[src/core/cprs_pkg.sv]
// How it works
// - accumulator A is 16 bits with data length flag clear, 8 bits when set
// - 8-bit accumulator writes touch only the low byte, upper byte kept
// - accumulator B behaves like A under the same data length flag
// - index X is 16 bits with index flag clear, 8 bits when set
// - 8-bit index use changes only the low byte of X
// - X-indexed modes add X into the effective address
// - block move source is third instruction byte over X
// - index Y is 16 bits like X, width set by the index flag
// - block move destination is second instruction byte over Y
// - stack pointer is 16 bits and always addresses bank zero
// - interrupt pushes bank, PC high, PC low, status high, status low
// - after interrupt push the stack pointer is five lower
// - returns pop in reverse order and restore the stack pointer
// - calls push like interrupts without status, bank optional
// - stack pointer is not set by reset
// - PC holds low 16 fetch bits and reads FFFE during reset
// - after reset the PC loads the vector at FFFE and FFFF
// - program bank follows PC carry and borrow, resets to zero
// - data bank gives upper address byte, loaded by instruction, resets zero
// - direct page is 256 bytes from its base, may cross into bank one
// - direct page base low byte zero gives the fastest address
// - direct page base clears to zero on reset
// - data length flag is status bit 5, clear at reset
// - index width flag is status bit 4, clear at reset
package cprs_pkg;
    localparam int          DATA_W      = 16;
    localparam int          BYTE_W      = 8;
    localparam int          ADDR_W      = 24;
    localparam int          STATUS_W    = 11;
    localparam int          FLAG_M_BIT  = 5;
    localparam int          FLAG_X_BIT  = 4;
    localparam int          IPL_LSB     = 8;
    localparam logic [15:0] PC_RESET    = 16'hfffe;
    localparam logic [15:0] VEC_LO_ADDR = 16'hfffe;
    localparam logic [15:0] VEC_HI_ADDR = 16'hffff;
    localparam logic [7:0]  BANK_RESET  = 8'h00;
    localparam logic [7:0]  STACK_BANK  = 8'h00;
    localparam logic [15:0] DPB_RESET   = 16'h0000;
    localparam logic [10:0] STAT_RESET  = 11'h004;
    localparam logic [7:0]  BYTE_ZERO   = 8'h00;
    localparam logic [2:0]  FRAME_LEN   = 3'h5;
    localparam logic [2:0]  CALL_LEN    = 3'h3;
    localparam logic [2:0]  SHORT_START = 3'h1;

    typedef enum logic [3:0] {
        CPRS_SEL_A, CPRS_SEL_B, CPRS_SEL_X, CPRS_SEL_Y, CPRS_SEL_S,
        CPRS_SEL_DPB, CPRS_SEL_DBANK, CPRS_SEL_STAT, CPRS_SEL_PC, CPRS_SEL_PBANK
    } cprs_sel_t;

    typedef enum logic [2:0] {
        CPRS_STK_IRQ, CPRS_STK_CALL_LONG, CPRS_STK_CALL_SHORT,
        CPRS_STK_RET_IRQ, CPRS_STK_RET_LONG, CPRS_STK_RET_SHORT
    } cprs_stk_t;

    typedef enum logic [2:0] {
        CPRS_AM_ABS, CPRS_AM_ABS_X, CPRS_AM_ABS_Y, CPRS_AM_DIR,
        CPRS_AM_DIR_X, CPRS_AM_BLK_SRC, CPRS_AM_BLK_DST, CPRS_AM_STACK
    } cprs_am_t;

    // frame slot order: bank, pc high, pc low, status high, status low
    function automatic logic [7:0] cprs_frame_byte(input logic [2:0]  slot,
                                                   input logic [7:0]  bank,
                                                   input logic [15:0] pc,
                                                   input logic [10:0] stat);
        case (slot)
            3'h0:    cprs_frame_byte = bank;
            3'h1:    cprs_frame_byte = pc[15:8];
            3'h2:    cprs_frame_byte = pc[7:0];
            3'h3:    cprs_frame_byte = {5'h00, stat[10:8]};
            default: cprs_frame_byte = stat[7:0];
        endcase
    endfunction : cprs_frame_byte
endpackage : cprs_pkg

[src/core/cprs_width_merge.sv]
`timescale 1ns/1ps
// byte-preserving write of a switchable-width register
module cprs_width_merge
    import cprs_pkg::*;
#(
    parameter int W = DATA_W
) (
    input  wire logic         narrow,
    input  wire logic [W-1:0] old_val,
    input  wire logic [W-1:0] wr_val,
    output logic      [W-1:0] merged
);
    always_comb begin
        if (narrow) begin
            merged = {old_val[W-1:BYTE_W], wr_val[BYTE_W-1:0]};
        end else begin
            merged = wr_val;
        end
    end
endmodule : cprs_width_merge

[src/core/cprs_addr_gen.sv]
`timescale 1ns/1ps
// combinational effective address former
module cprs_addr_gen
    import cprs_pkg::*;
(
    input  wire cprs_am_t    mode,
    input  wire logic [15:0] operand,
    input  wire logic [7:0]  instr_bank,
    input  wire logic [15:0] idx_x,
    input  wire logic [15:0] idx_y,
    input  wire logic [15:0] sp,
    input  wire logic [7:0]  dbank,
    input  wire logic [15:0] dpb,
    output logic      [23:0] addr,
    output logic             slow
);
    logic [16:0] dp_sum;
    logic [23:0] abs_base;

    always_comb begin
        abs_base = {dbank, operand};
        dp_sum   = {1'b0, dpb} + {9'h000, operand[7:0]};
        slow     = (dpb[7:0] != BYTE_ZERO);
        case (mode)
            CPRS_AM_ABS:     addr = abs_base;
            CPRS_AM_ABS_X:   addr = abs_base + {8'h00, idx_x};
            CPRS_AM_ABS_Y:   addr = abs_base + {8'h00, idx_y};
            CPRS_AM_DIR:     addr = {7'h00, dp_sum};
            CPRS_AM_DIR_X:   addr = {7'h00, dp_sum} + {8'h00, idx_x};
            CPRS_AM_BLK_SRC: addr = {instr_bank, idx_x};
            CPRS_AM_BLK_DST: addr = {instr_bank, idx_y};
            default:         addr = {STACK_BANK, sp};
        endcase
        if (mode != CPRS_AM_DIR && mode != CPRS_AM_DIR_X) begin
            slow = 1'b0;
        end
    end
endmodule : cprs_addr_gen

[src/core/cprs_regs.sv]
`timescale 1ns/1ps
// programmer-visible register set with stack sequencer and reset vector fetch
module cprs_regs
    import cprs_pkg::*;
(
    input  wire logic        clk,
    input  wire logic        rstn,
    input  wire logic        ce,
    // register write port, taken only while idle
    input  wire logic        wr_en,
    input  wire cprs_sel_t   wr_sel,
    input  wire logic [15:0] wr_data,
    // program counter stepping
    input  wire logic        pc_step_en,
    input  wire logic        pc_step_sub,
    input  wire logic [15:0] pc_step,
    // stack sequences
    input  wire logic        stk_start,
    input  wire cprs_stk_t   stk_kind,
    // address generation
    input  wire cprs_am_t    am_mode,
    input  wire logic [15:0] am_operand,
    input  wire logic [7:0]  am_instr_bank,
    // byte memory port
    output logic             mem_req,
    output logic             mem_we,
    output logic      [23:0] mem_addr,
    output logic      [7:0]  mem_wdata,
    input  wire logic [7:0]  mem_rdata,
    input  wire logic        mem_ack,
    // register contents
    output logic      [15:0] acc_a,
    output logic      [15:0] acc_b,
    output logic      [15:0] idx_x,
    output logic      [15:0] idx_y,
    output logic      [15:0] stack_ptr,
    output logic      [15:0] program_counter,
    output logic      [7:0]  program_bank,
    output logic      [7:0]  data_bank,
    output logic      [15:0] direct_page_base,
    output logic      [10:0] processor_status,
    output logic             data_narrow,
    output logic             index_narrow,
    output logic      [23:0] fetch_addr,
    output logic      [23:0] eff_addr,
    output logic             dp_slow,
    output logic             busy
);
    // ************************************************************
    // state
    // ************************************************************
    typedef enum logic [2:0] {
        CPRS_ST_VEC_LO, CPRS_ST_VEC_HI, CPRS_ST_IDLE, CPRS_ST_PUSH, CPRS_ST_POP
    } cprs_st_t;

    typedef struct packed {
        logic [3:0][15:0] gpr;
        logic [15:0]      sp;
        logic [15:0]      pc;
        logic [7:0]       pbank;
        logic [7:0]       dbank;
        logic [15:0]      dpb;
        logic [10:0]      stat;
        cprs_st_t         st;
        logic [2:0]       slot;
        logic [2:0]       last;
        logic [23:0]      ea;
        logic             slow;
    } cprs_state_t;

    cprs_state_t r;
    cprs_state_t next_r;

    logic             flag_m;
    logic             flag_x;
    logic [3:0][15:0] merged;
    logic [3:0]       narrow_vec;
    logic [23:0]      ag_addr;
    logic             ag_slow;
    logic [16:0]      pc_sum;
    logic [7:0]       push_byte;

    assign flag_m = r.stat[FLAG_M_BIT];
    assign flag_x = r.stat[FLAG_X_BIT];

    // ************************************************************
    // width-switched writes of A, B, X, Y
    // ************************************************************
    // slots 0,1 follow the data length flag, slots 2,3 the index flag
    assign narrow_vec = {flag_x, flag_x, flag_m, flag_m};

    genvar gi;
    generate
        for (gi = 0; gi < 4; gi++) begin : g_gpr
            cprs_width_merge #(
                .W       (DATA_W)
            ) u_merge (
                .narrow  (narrow_vec[gi]),
                .old_val (r.gpr[gi]),
                .wr_val  (wr_data),
                .merged  (merged[gi])
            );
        end
    endgenerate

    // ************************************************************
    // address generation
    // ************************************************************
    // index values used in addressing honour the current index width
    cprs_addr_gen u_addr (
        .mode       (am_mode),
        .operand    (am_operand),
        .instr_bank (am_instr_bank),
        .idx_x      (flag_x ? {8'h00, r.gpr[2][7:0]} : r.gpr[2]),
        .idx_y      (flag_x ? {8'h00, r.gpr[3][7:0]} : r.gpr[3]),
        .sp         (r.sp),
        .dbank      (r.dbank),
        .dpb        (r.dpb),
        .addr       (ag_addr),
        .slow       (ag_slow)
    );

    assign push_byte = cprs_frame_byte(r.slot, r.pbank, r.pc, r.stat);

    // ************************************************************
    // next state
    // ************************************************************
    always_comb begin
        next_r      = r;
        pc_sum      = 17'h00000;
        next_r.ea   = ag_addr;
        next_r.slow = ag_slow;

        case (r.st)
            // reset vector fetch: low byte then high byte
            CPRS_ST_VEC_LO: begin
                if (mem_ack) begin
                    next_r.pc[7:0] = mem_rdata;
                    next_r.st      = CPRS_ST_VEC_HI;
                end
            end
            CPRS_ST_VEC_HI: begin
                if (mem_ack) begin
                    next_r.pc[15:8] = mem_rdata;
                    next_r.st       = CPRS_ST_IDLE;
                end
            end
            CPRS_ST_IDLE: begin
                if (stk_start) begin
                    case (stk_kind)
                        CPRS_STK_IRQ: begin
                            next_r.slot = 3'h0;
                            next_r.last = FRAME_LEN - 3'h1;
                            next_r.st   = CPRS_ST_PUSH;
                        end
                        CPRS_STK_CALL_LONG: begin
                            next_r.slot = 3'h0;
                            next_r.last = CALL_LEN - 3'h1;
                            next_r.st   = CPRS_ST_PUSH;
                        end
                        CPRS_STK_CALL_SHORT: begin
                            next_r.slot = SHORT_START;
                            next_r.last = CALL_LEN - 3'h1;
                            next_r.st   = CPRS_ST_PUSH;
                        end
                        CPRS_STK_RET_IRQ: begin
                            next_r.slot = FRAME_LEN - 3'h1;
                            next_r.last = 3'h0;
                            next_r.st   = CPRS_ST_POP;
                        end
                        CPRS_STK_RET_LONG: begin
                            next_r.slot = CALL_LEN - 3'h1;
                            next_r.last = 3'h0;
                            next_r.st   = CPRS_ST_POP;
                        end
                        default: begin
                            next_r.slot = CALL_LEN - 3'h1;
                            next_r.last = SHORT_START;
                            next_r.st   = CPRS_ST_POP;
                        end
                    endcase
                end else if (wr_en) begin
                    case (wr_sel)
                        CPRS_SEL_A:   next_r.gpr[0] = merged[0];
                        CPRS_SEL_B:   next_r.gpr[1] = merged[1];
                        CPRS_SEL_X:   next_r.gpr[2] = merged[2];
                        CPRS_SEL_Y:   next_r.gpr[3] = merged[3];
                        CPRS_SEL_S:   next_r.sp     = wr_data;
                        CPRS_SEL_DPB:   next_r.dpb   = wr_data;
                        CPRS_SEL_DBANK: next_r.dbank = wr_data[7:0];
                        CPRS_SEL_STAT:  next_r.stat  = wr_data[10:0];
                        CPRS_SEL_PC:    next_r.pc    = wr_data;
                        CPRS_SEL_PBANK: next_r.pbank = wr_data[7:0];
                        default:        next_r.stat  = r.stat;
                    endcase
                end else if (pc_step_en) begin
                    // bank follows the 17th bit so code runs across banks
                    if (pc_step_sub) begin
                        pc_sum    = {1'b0, r.pc} - {1'b0, pc_step};
                        next_r.pc = pc_sum[15:0];
                        if (pc_sum[16]) begin
                            next_r.pbank = r.pbank - 8'h01;
                        end
                    end else begin
                        pc_sum    = {1'b0, r.pc} + {1'b0, pc_step};
                        next_r.pc = pc_sum[15:0];
                        if (pc_sum[16]) begin
                            next_r.pbank = r.pbank + 8'h01;
                        end
                    end
                end
            end
            // write at S, then step S down one per byte
            CPRS_ST_PUSH: begin
                if (mem_ack) begin
                    next_r.sp = r.sp - 16'h0001;
                    if (r.slot == r.last + (FRAME_LEN - 3'h1 - r.last)
                        && r.slot == FRAME_LEN - 3'h1) begin
                        next_r.st = CPRS_ST_IDLE;
                    end else if (r.last != FRAME_LEN - 3'h1
                                 && r.slot == r.last) begin
                        next_r.st = CPRS_ST_IDLE;
                    end else begin
                        next_r.slot = r.slot + 3'h1;
                    end
                end
            end
            // step S up one, then read there; slots come back reversed
            CPRS_ST_POP: begin
                if (mem_ack) begin
                    next_r.sp = r.sp + 16'h0001;
                    case (r.slot)
                        3'h0:    next_r.pbank      = mem_rdata;
                        3'h1:    next_r.pc[15:8]   = mem_rdata;
                        3'h2:    next_r.pc[7:0]    = mem_rdata;
                        3'h3:    next_r.stat[10:8] = mem_rdata[2:0];
                        default: next_r.stat[7:0]  = mem_rdata;
                    endcase
                    if (r.slot == r.last) begin
                        next_r.st = CPRS_ST_IDLE;
                    end else begin
                        next_r.slot = r.slot - 3'h1;
                    end
                end
            end
            default: next_r.st = CPRS_ST_IDLE;
        endcase

        if (!rstn) begin
            next_r.gpr  = r.gpr;
            next_r.sp   = r.sp;
            next_r.pc   = PC_RESET;
            next_r.pbank = BANK_RESET;
            next_r.dbank = BANK_RESET;
            next_r.dpb   = DPB_RESET;
            next_r.stat  = STAT_RESET;
            next_r.st   = CPRS_ST_VEC_LO;
            next_r.slot = 3'h0;
            next_r.last = 3'h0;
            next_r.ea   = {ADDR_W{1'b0}};
            next_r.slow = 1'b0;
        end
    end

    // ************************************************************
    // register
    // ************************************************************
    // reset acts even with the enable low; the stack pointer stays untouched
    always_ff @(posedge clk) begin
        if (ce || !rstn) begin
            r <= next_r;
        end
    end

    // ************************************************************
    // memory port
    // ************************************************************
    always_comb begin
        mem_req   = 1'b0;
        mem_we    = 1'b0;
        mem_addr  = {STACK_BANK, r.sp};
        mem_wdata = BYTE_ZERO;
        if (rstn) begin
            case (r.st)
                CPRS_ST_VEC_LO: begin
                    mem_req  = 1'b1;
                    mem_addr = {STACK_BANK, VEC_LO_ADDR};
                end
                CPRS_ST_VEC_HI: begin
                    mem_req  = 1'b1;
                    mem_addr = {STACK_BANK, VEC_HI_ADDR};
                end
                CPRS_ST_PUSH: begin
                    mem_req   = 1'b1;
                    mem_we    = 1'b1;
                    mem_addr  = {STACK_BANK, r.sp};
                    mem_wdata = push_byte;
                end
                CPRS_ST_POP: begin
                    mem_req  = 1'b1;
                    mem_addr = {STACK_BANK, r.sp + 16'h0001};
                end
                default: mem_req = 1'b0;
            endcase
        end
    end

    // ************************************************************
    // outputs
    // ************************************************************
    assign acc_a            = r.gpr[0];
    assign acc_b            = r.gpr[1];
    assign idx_x            = r.gpr[2];
    assign idx_y            = r.gpr[3];
    assign stack_ptr        = r.sp;
    assign program_counter  = r.pc;
    assign program_bank     = r.pbank;
    assign data_bank        = r.dbank;
    assign direct_page_base = r.dpb;
    assign processor_status = r.stat;
    assign data_narrow      = flag_m;
    assign index_narrow     = flag_x;
    assign fetch_addr       = {r.pbank, r.pc};
    assign eff_addr         = r.ea;
    assign dp_slow          = r.slow;
    assign busy             = (r.st != CPRS_ST_IDLE);
endmodule : cprs_regs

[config.mk]
export PLATFORM = sky130hd
export DESIGN_NAME = cprs_regs
export DESIGN_NICKNAME = d
export VERILOG_FILES = /design/src/core/cprs_pkg.sv /design/src/core/cprs_width_merge.sv /design/src/core/cprs_addr_gen.sv /design/src/core/cprs_regs.sv
export SDC_FILE = /design/constraint.sdc
export NUM_CORES = 1
export LEC_CHECK = 0
export BUFFER_PORTS_ARGS = -buffer_cell sky130_fd_sc_hd__buf_2
export CAP_MARGIN = 5
export CORE_ASPECT_RATIO = 1.1
export CORE_UTILIZATION = 35
export DETAILED_ROUTE_END_ITERATION = 12
export PLACE_DENSITY_LB_ADDON = 0.25
export SLEW_MARGIN = 20
export SYNTH_ARGS = -nofsm -noshare
export SYNTH_HDL_FRONTEND = slang
export SYNTH_SLANG_ARGS = --single-unit
[constraint.sdc]
create_clock -name clk -period 7.4 [get_ports clk]
set_input_delay 1.48 -clock clk [delete_from_list [all_inputs] [get_ports clk]]
set_output_delay 1.48 -clock clk [all_outputs]
set_load 0.02 [all_outputs]
==> summary.md <==
| Metric | Value |
|---|---|
| Status | complete, no violations |
| Commonest cells after routing, fill and taps aside | 298 x buf_2, 202 x nand2_1, 173 x edfxtp_1 |
| RSZ-0062 raised after global routing | no |
| Commonest non-fill, non-tap cell in the layout | buf_2 |
| Initial antenna violation count | 2 |
| Core Region | 0.0412 mm2 |
| Final Skew | 9.37 ps |
| CP max FO | 17 |
| Top-Level Pins | 307 |
| Chip width | 197 um |
| Port-buffer cells | 298 |
| Die ar. | 0.0426 mm2 |
| Number of CTS-inserted buffers | 17 |
| Post-synth EDFFs | 173 |
| Post-synth ARST share | 0 |
| PwrDens | 231 mW/mm2 |
| CTS clk-pin slew, worst paths | 70 ps |
| Design area | 0.0158 mm2 |
| Starting DRT DRC Count | 941 |
| Top FF cell, synth | edfxtp_1 |
| DR vias | 12800 |
| Final critical-path share of the clock period | 0.670 |
| Placed Area | 0.0152 mm2 |
| Final setup TNS | 0 ps |
| Area growth from synthesis to layout | 8.11% |
| Htree depth | 4 |
| Syn Area/Cell | 8.76 um2 |
| Syn. warnings | 0 |
| Post-CTS setup repair buffer count | 0 |
| Fraction of layout instances using a drive strength above 1 | 0.215 |
| Pre-antenna DRT Iters | 5 |
| Global-route wire length before repair | 75900 um |
| Hold Vio Cnt, Final | 0 |
| Critical Path AT | 5160 ps |
| Final HPWL DP | 39500 um |
| Gr usage total | 0.239 |
| Worst Path Required | 7600 ps |
| Post-Synthesis Cells | 1670 |
| Fin Hold WS | 802 ps |
| Root Buffer | clkbuf_16 |
| Remaining antenna violation count | 0 |
| Starting Density | 0.355 |
| Drt wl/cell | 22.4 um |
| Worst-Skew Late Latency | 450 ps |
| Vias per Instance | 5.57 |
| Vias in the first global route | 12000 |
| GR Overflow Total | 0 |
| Nets@finish | 1906 |
| Min-Delay Path Class | flip-flop to flip-flop |
| CTS tree | done |
| VDD IR-drop max | 121 uV |
| Total routed wirelength | 51500 um |
| Startpoint types | input pin |
| Cell Area, Synth | 0.0146 mm2 |
| Max cap viols | 0 |
| Clock Sinks | 173 |
| Synthesis-stage register bit count | 173 |
| Placer Congestion | 0.940 |
| Final min period | 4960 ps |
| Leak | 6.62 nW |
| CTS resizes | 0 |
| Fmax | 0.202 GHz |
| # setup viols final | 0 |
| Worst setup EP type | flip-flop |
| Place WS | 2010 ps |
| Die Span Y | 216 um |
| Register area share after synthesis | 0.355 |
| Synth unique cells | 82 |
| Hold Buf Count CTS | 0 |
| Slew at the pin closest to its max-slew limit | 1150 ps |
| Slew Limit Fails | 0 |
| Largest net degree at the start of global routing | 56 |
| Drt drc | 0 |
| CP Class | input pin to flip-flop |
| Slew HR | 0.234 |
| Final setup margin | 2440 ps |
| CTS max path bufs | 2 |
| Row count | 78 |
==> layer usage <==
| metal | vias to the layer above | global-route usage | wire length, um |
|---|---|---|---|
| met4 | 4 | 0.0739 | 1230 |
| met3 | 62 | 0.0305 | 3320 |
| li1 | 5921 | - | - |
| met2 | 528 | 0.413 | 25400 |
| met5 | - | 0 | 22 |
| met1 | 6295 | 0.308 | 21600 |
==> state kept, by name, indices dropped and copies added, names as in the netlist, 16 cells and up <==
signal            count
acc_a                16
acc_b                16
direct_page_base     16
eff_addr             24
idx_x                16
idx_y                16
program_counter      16
stack_ptr            16
==> worst max-delay path, stage by stage <==
cell       delay (ps)
buf_2             110
inv_1             260
nand2_1           190
nor2_1            120
buf_4             290
nand2_1            90
nand2_1            60
ha_1              180
inv_1              60
fa_1              410
nor2b_1           180
o2111ai_1         180
a31oi_1           430
a2111oi_0         200
o21bai_1          240
xor2_1            120
a221oi_1          250
o32ai_1           110
and2_1            180
==> cells in the mapped netlist (all sizes together) (15+ instances only) <==
cell type	n	share of area
buf	209	0.10
nand2	203	0.052
edfxtp	173	0.36
nor2	126	0.033
a21oi	117	0.040
o21ai	102	0.035
ha	86	0.074
clkbuf	75	0.019
inv	66	0.017
xnor2	47	0.028
nand3	32	0.011
xor2	26	0.016
nor2b	24	0.010
nor3	23	0.0090
and2	22	0.0094
a22oi	21	0.011
a21boi	20	0.010
a21o	18	0.0092
o21a	18	0.0092
and3	16	0.0069
o22ai	15	0.0064
==> path summary, 6_finish.rpt <==
check | depth (start not counted) | slack [ps] | endpoint | startpoint
hold / removal | 2 | 800 | eff_addr[23] | data_bank[7]
setup reg to reg | 18 | 3130 | eff_addr[15] | direct_page_base[0]
hold reg to reg | 2 | 800 | eff_addr[23] | data_bank[7]
setup / recovery | 19 | 2440 | eff_addr[14] | am_mode[0]
==> per-stage QoR <==
stage / total power, mW / util / instances
6_report: 3.65 / 0.384 / 2301
3_5_place_dp: 2.71 / 0.370 / 2273
5_1_grt: 3.83 / 0.384 / 2300
3_3_place_gp: 2.70 / 0.370 / 2273
2_1_floorplan: 2.37 / - / 1677
4_1_cts: 3.65 / 0.384 / 2300
==> where the power goes <==
| group | total, mW | internal (mW) | switching [mW] |
|---|---|---|---|
| Clock | 0.942 | 0.553 | 0.389 |
| Combinational | 1.39 | 0.500 | 0.885 |
| Sequential | 1.32 | 1.20 | 0.125 |
==> final cells by class <==
class	count	area, um2
multi-input cells	1152	7430
clock inverters	9	149
clock buffers	18	429
flip-flops and latches	173	5190
diodes	1	2.50
repair buffers	320	1660
well taps	560	701
inverters	68	255
fillers	4311	25400
==> kinds of logic after synthesis <==
kind of cell             synth area share
buffers and inverters               0.141
AO/OA/AOI/OAI                       0.214
other                            0.000256
multiplexers                      0.00718
adder cells (fa/ha/maj)            0.0818
XOR/XNOR                           0.0437
AND/OR/NAND/NOR                     0.157
flip-flops                          0.355
(Power assumes the default switching activity.)
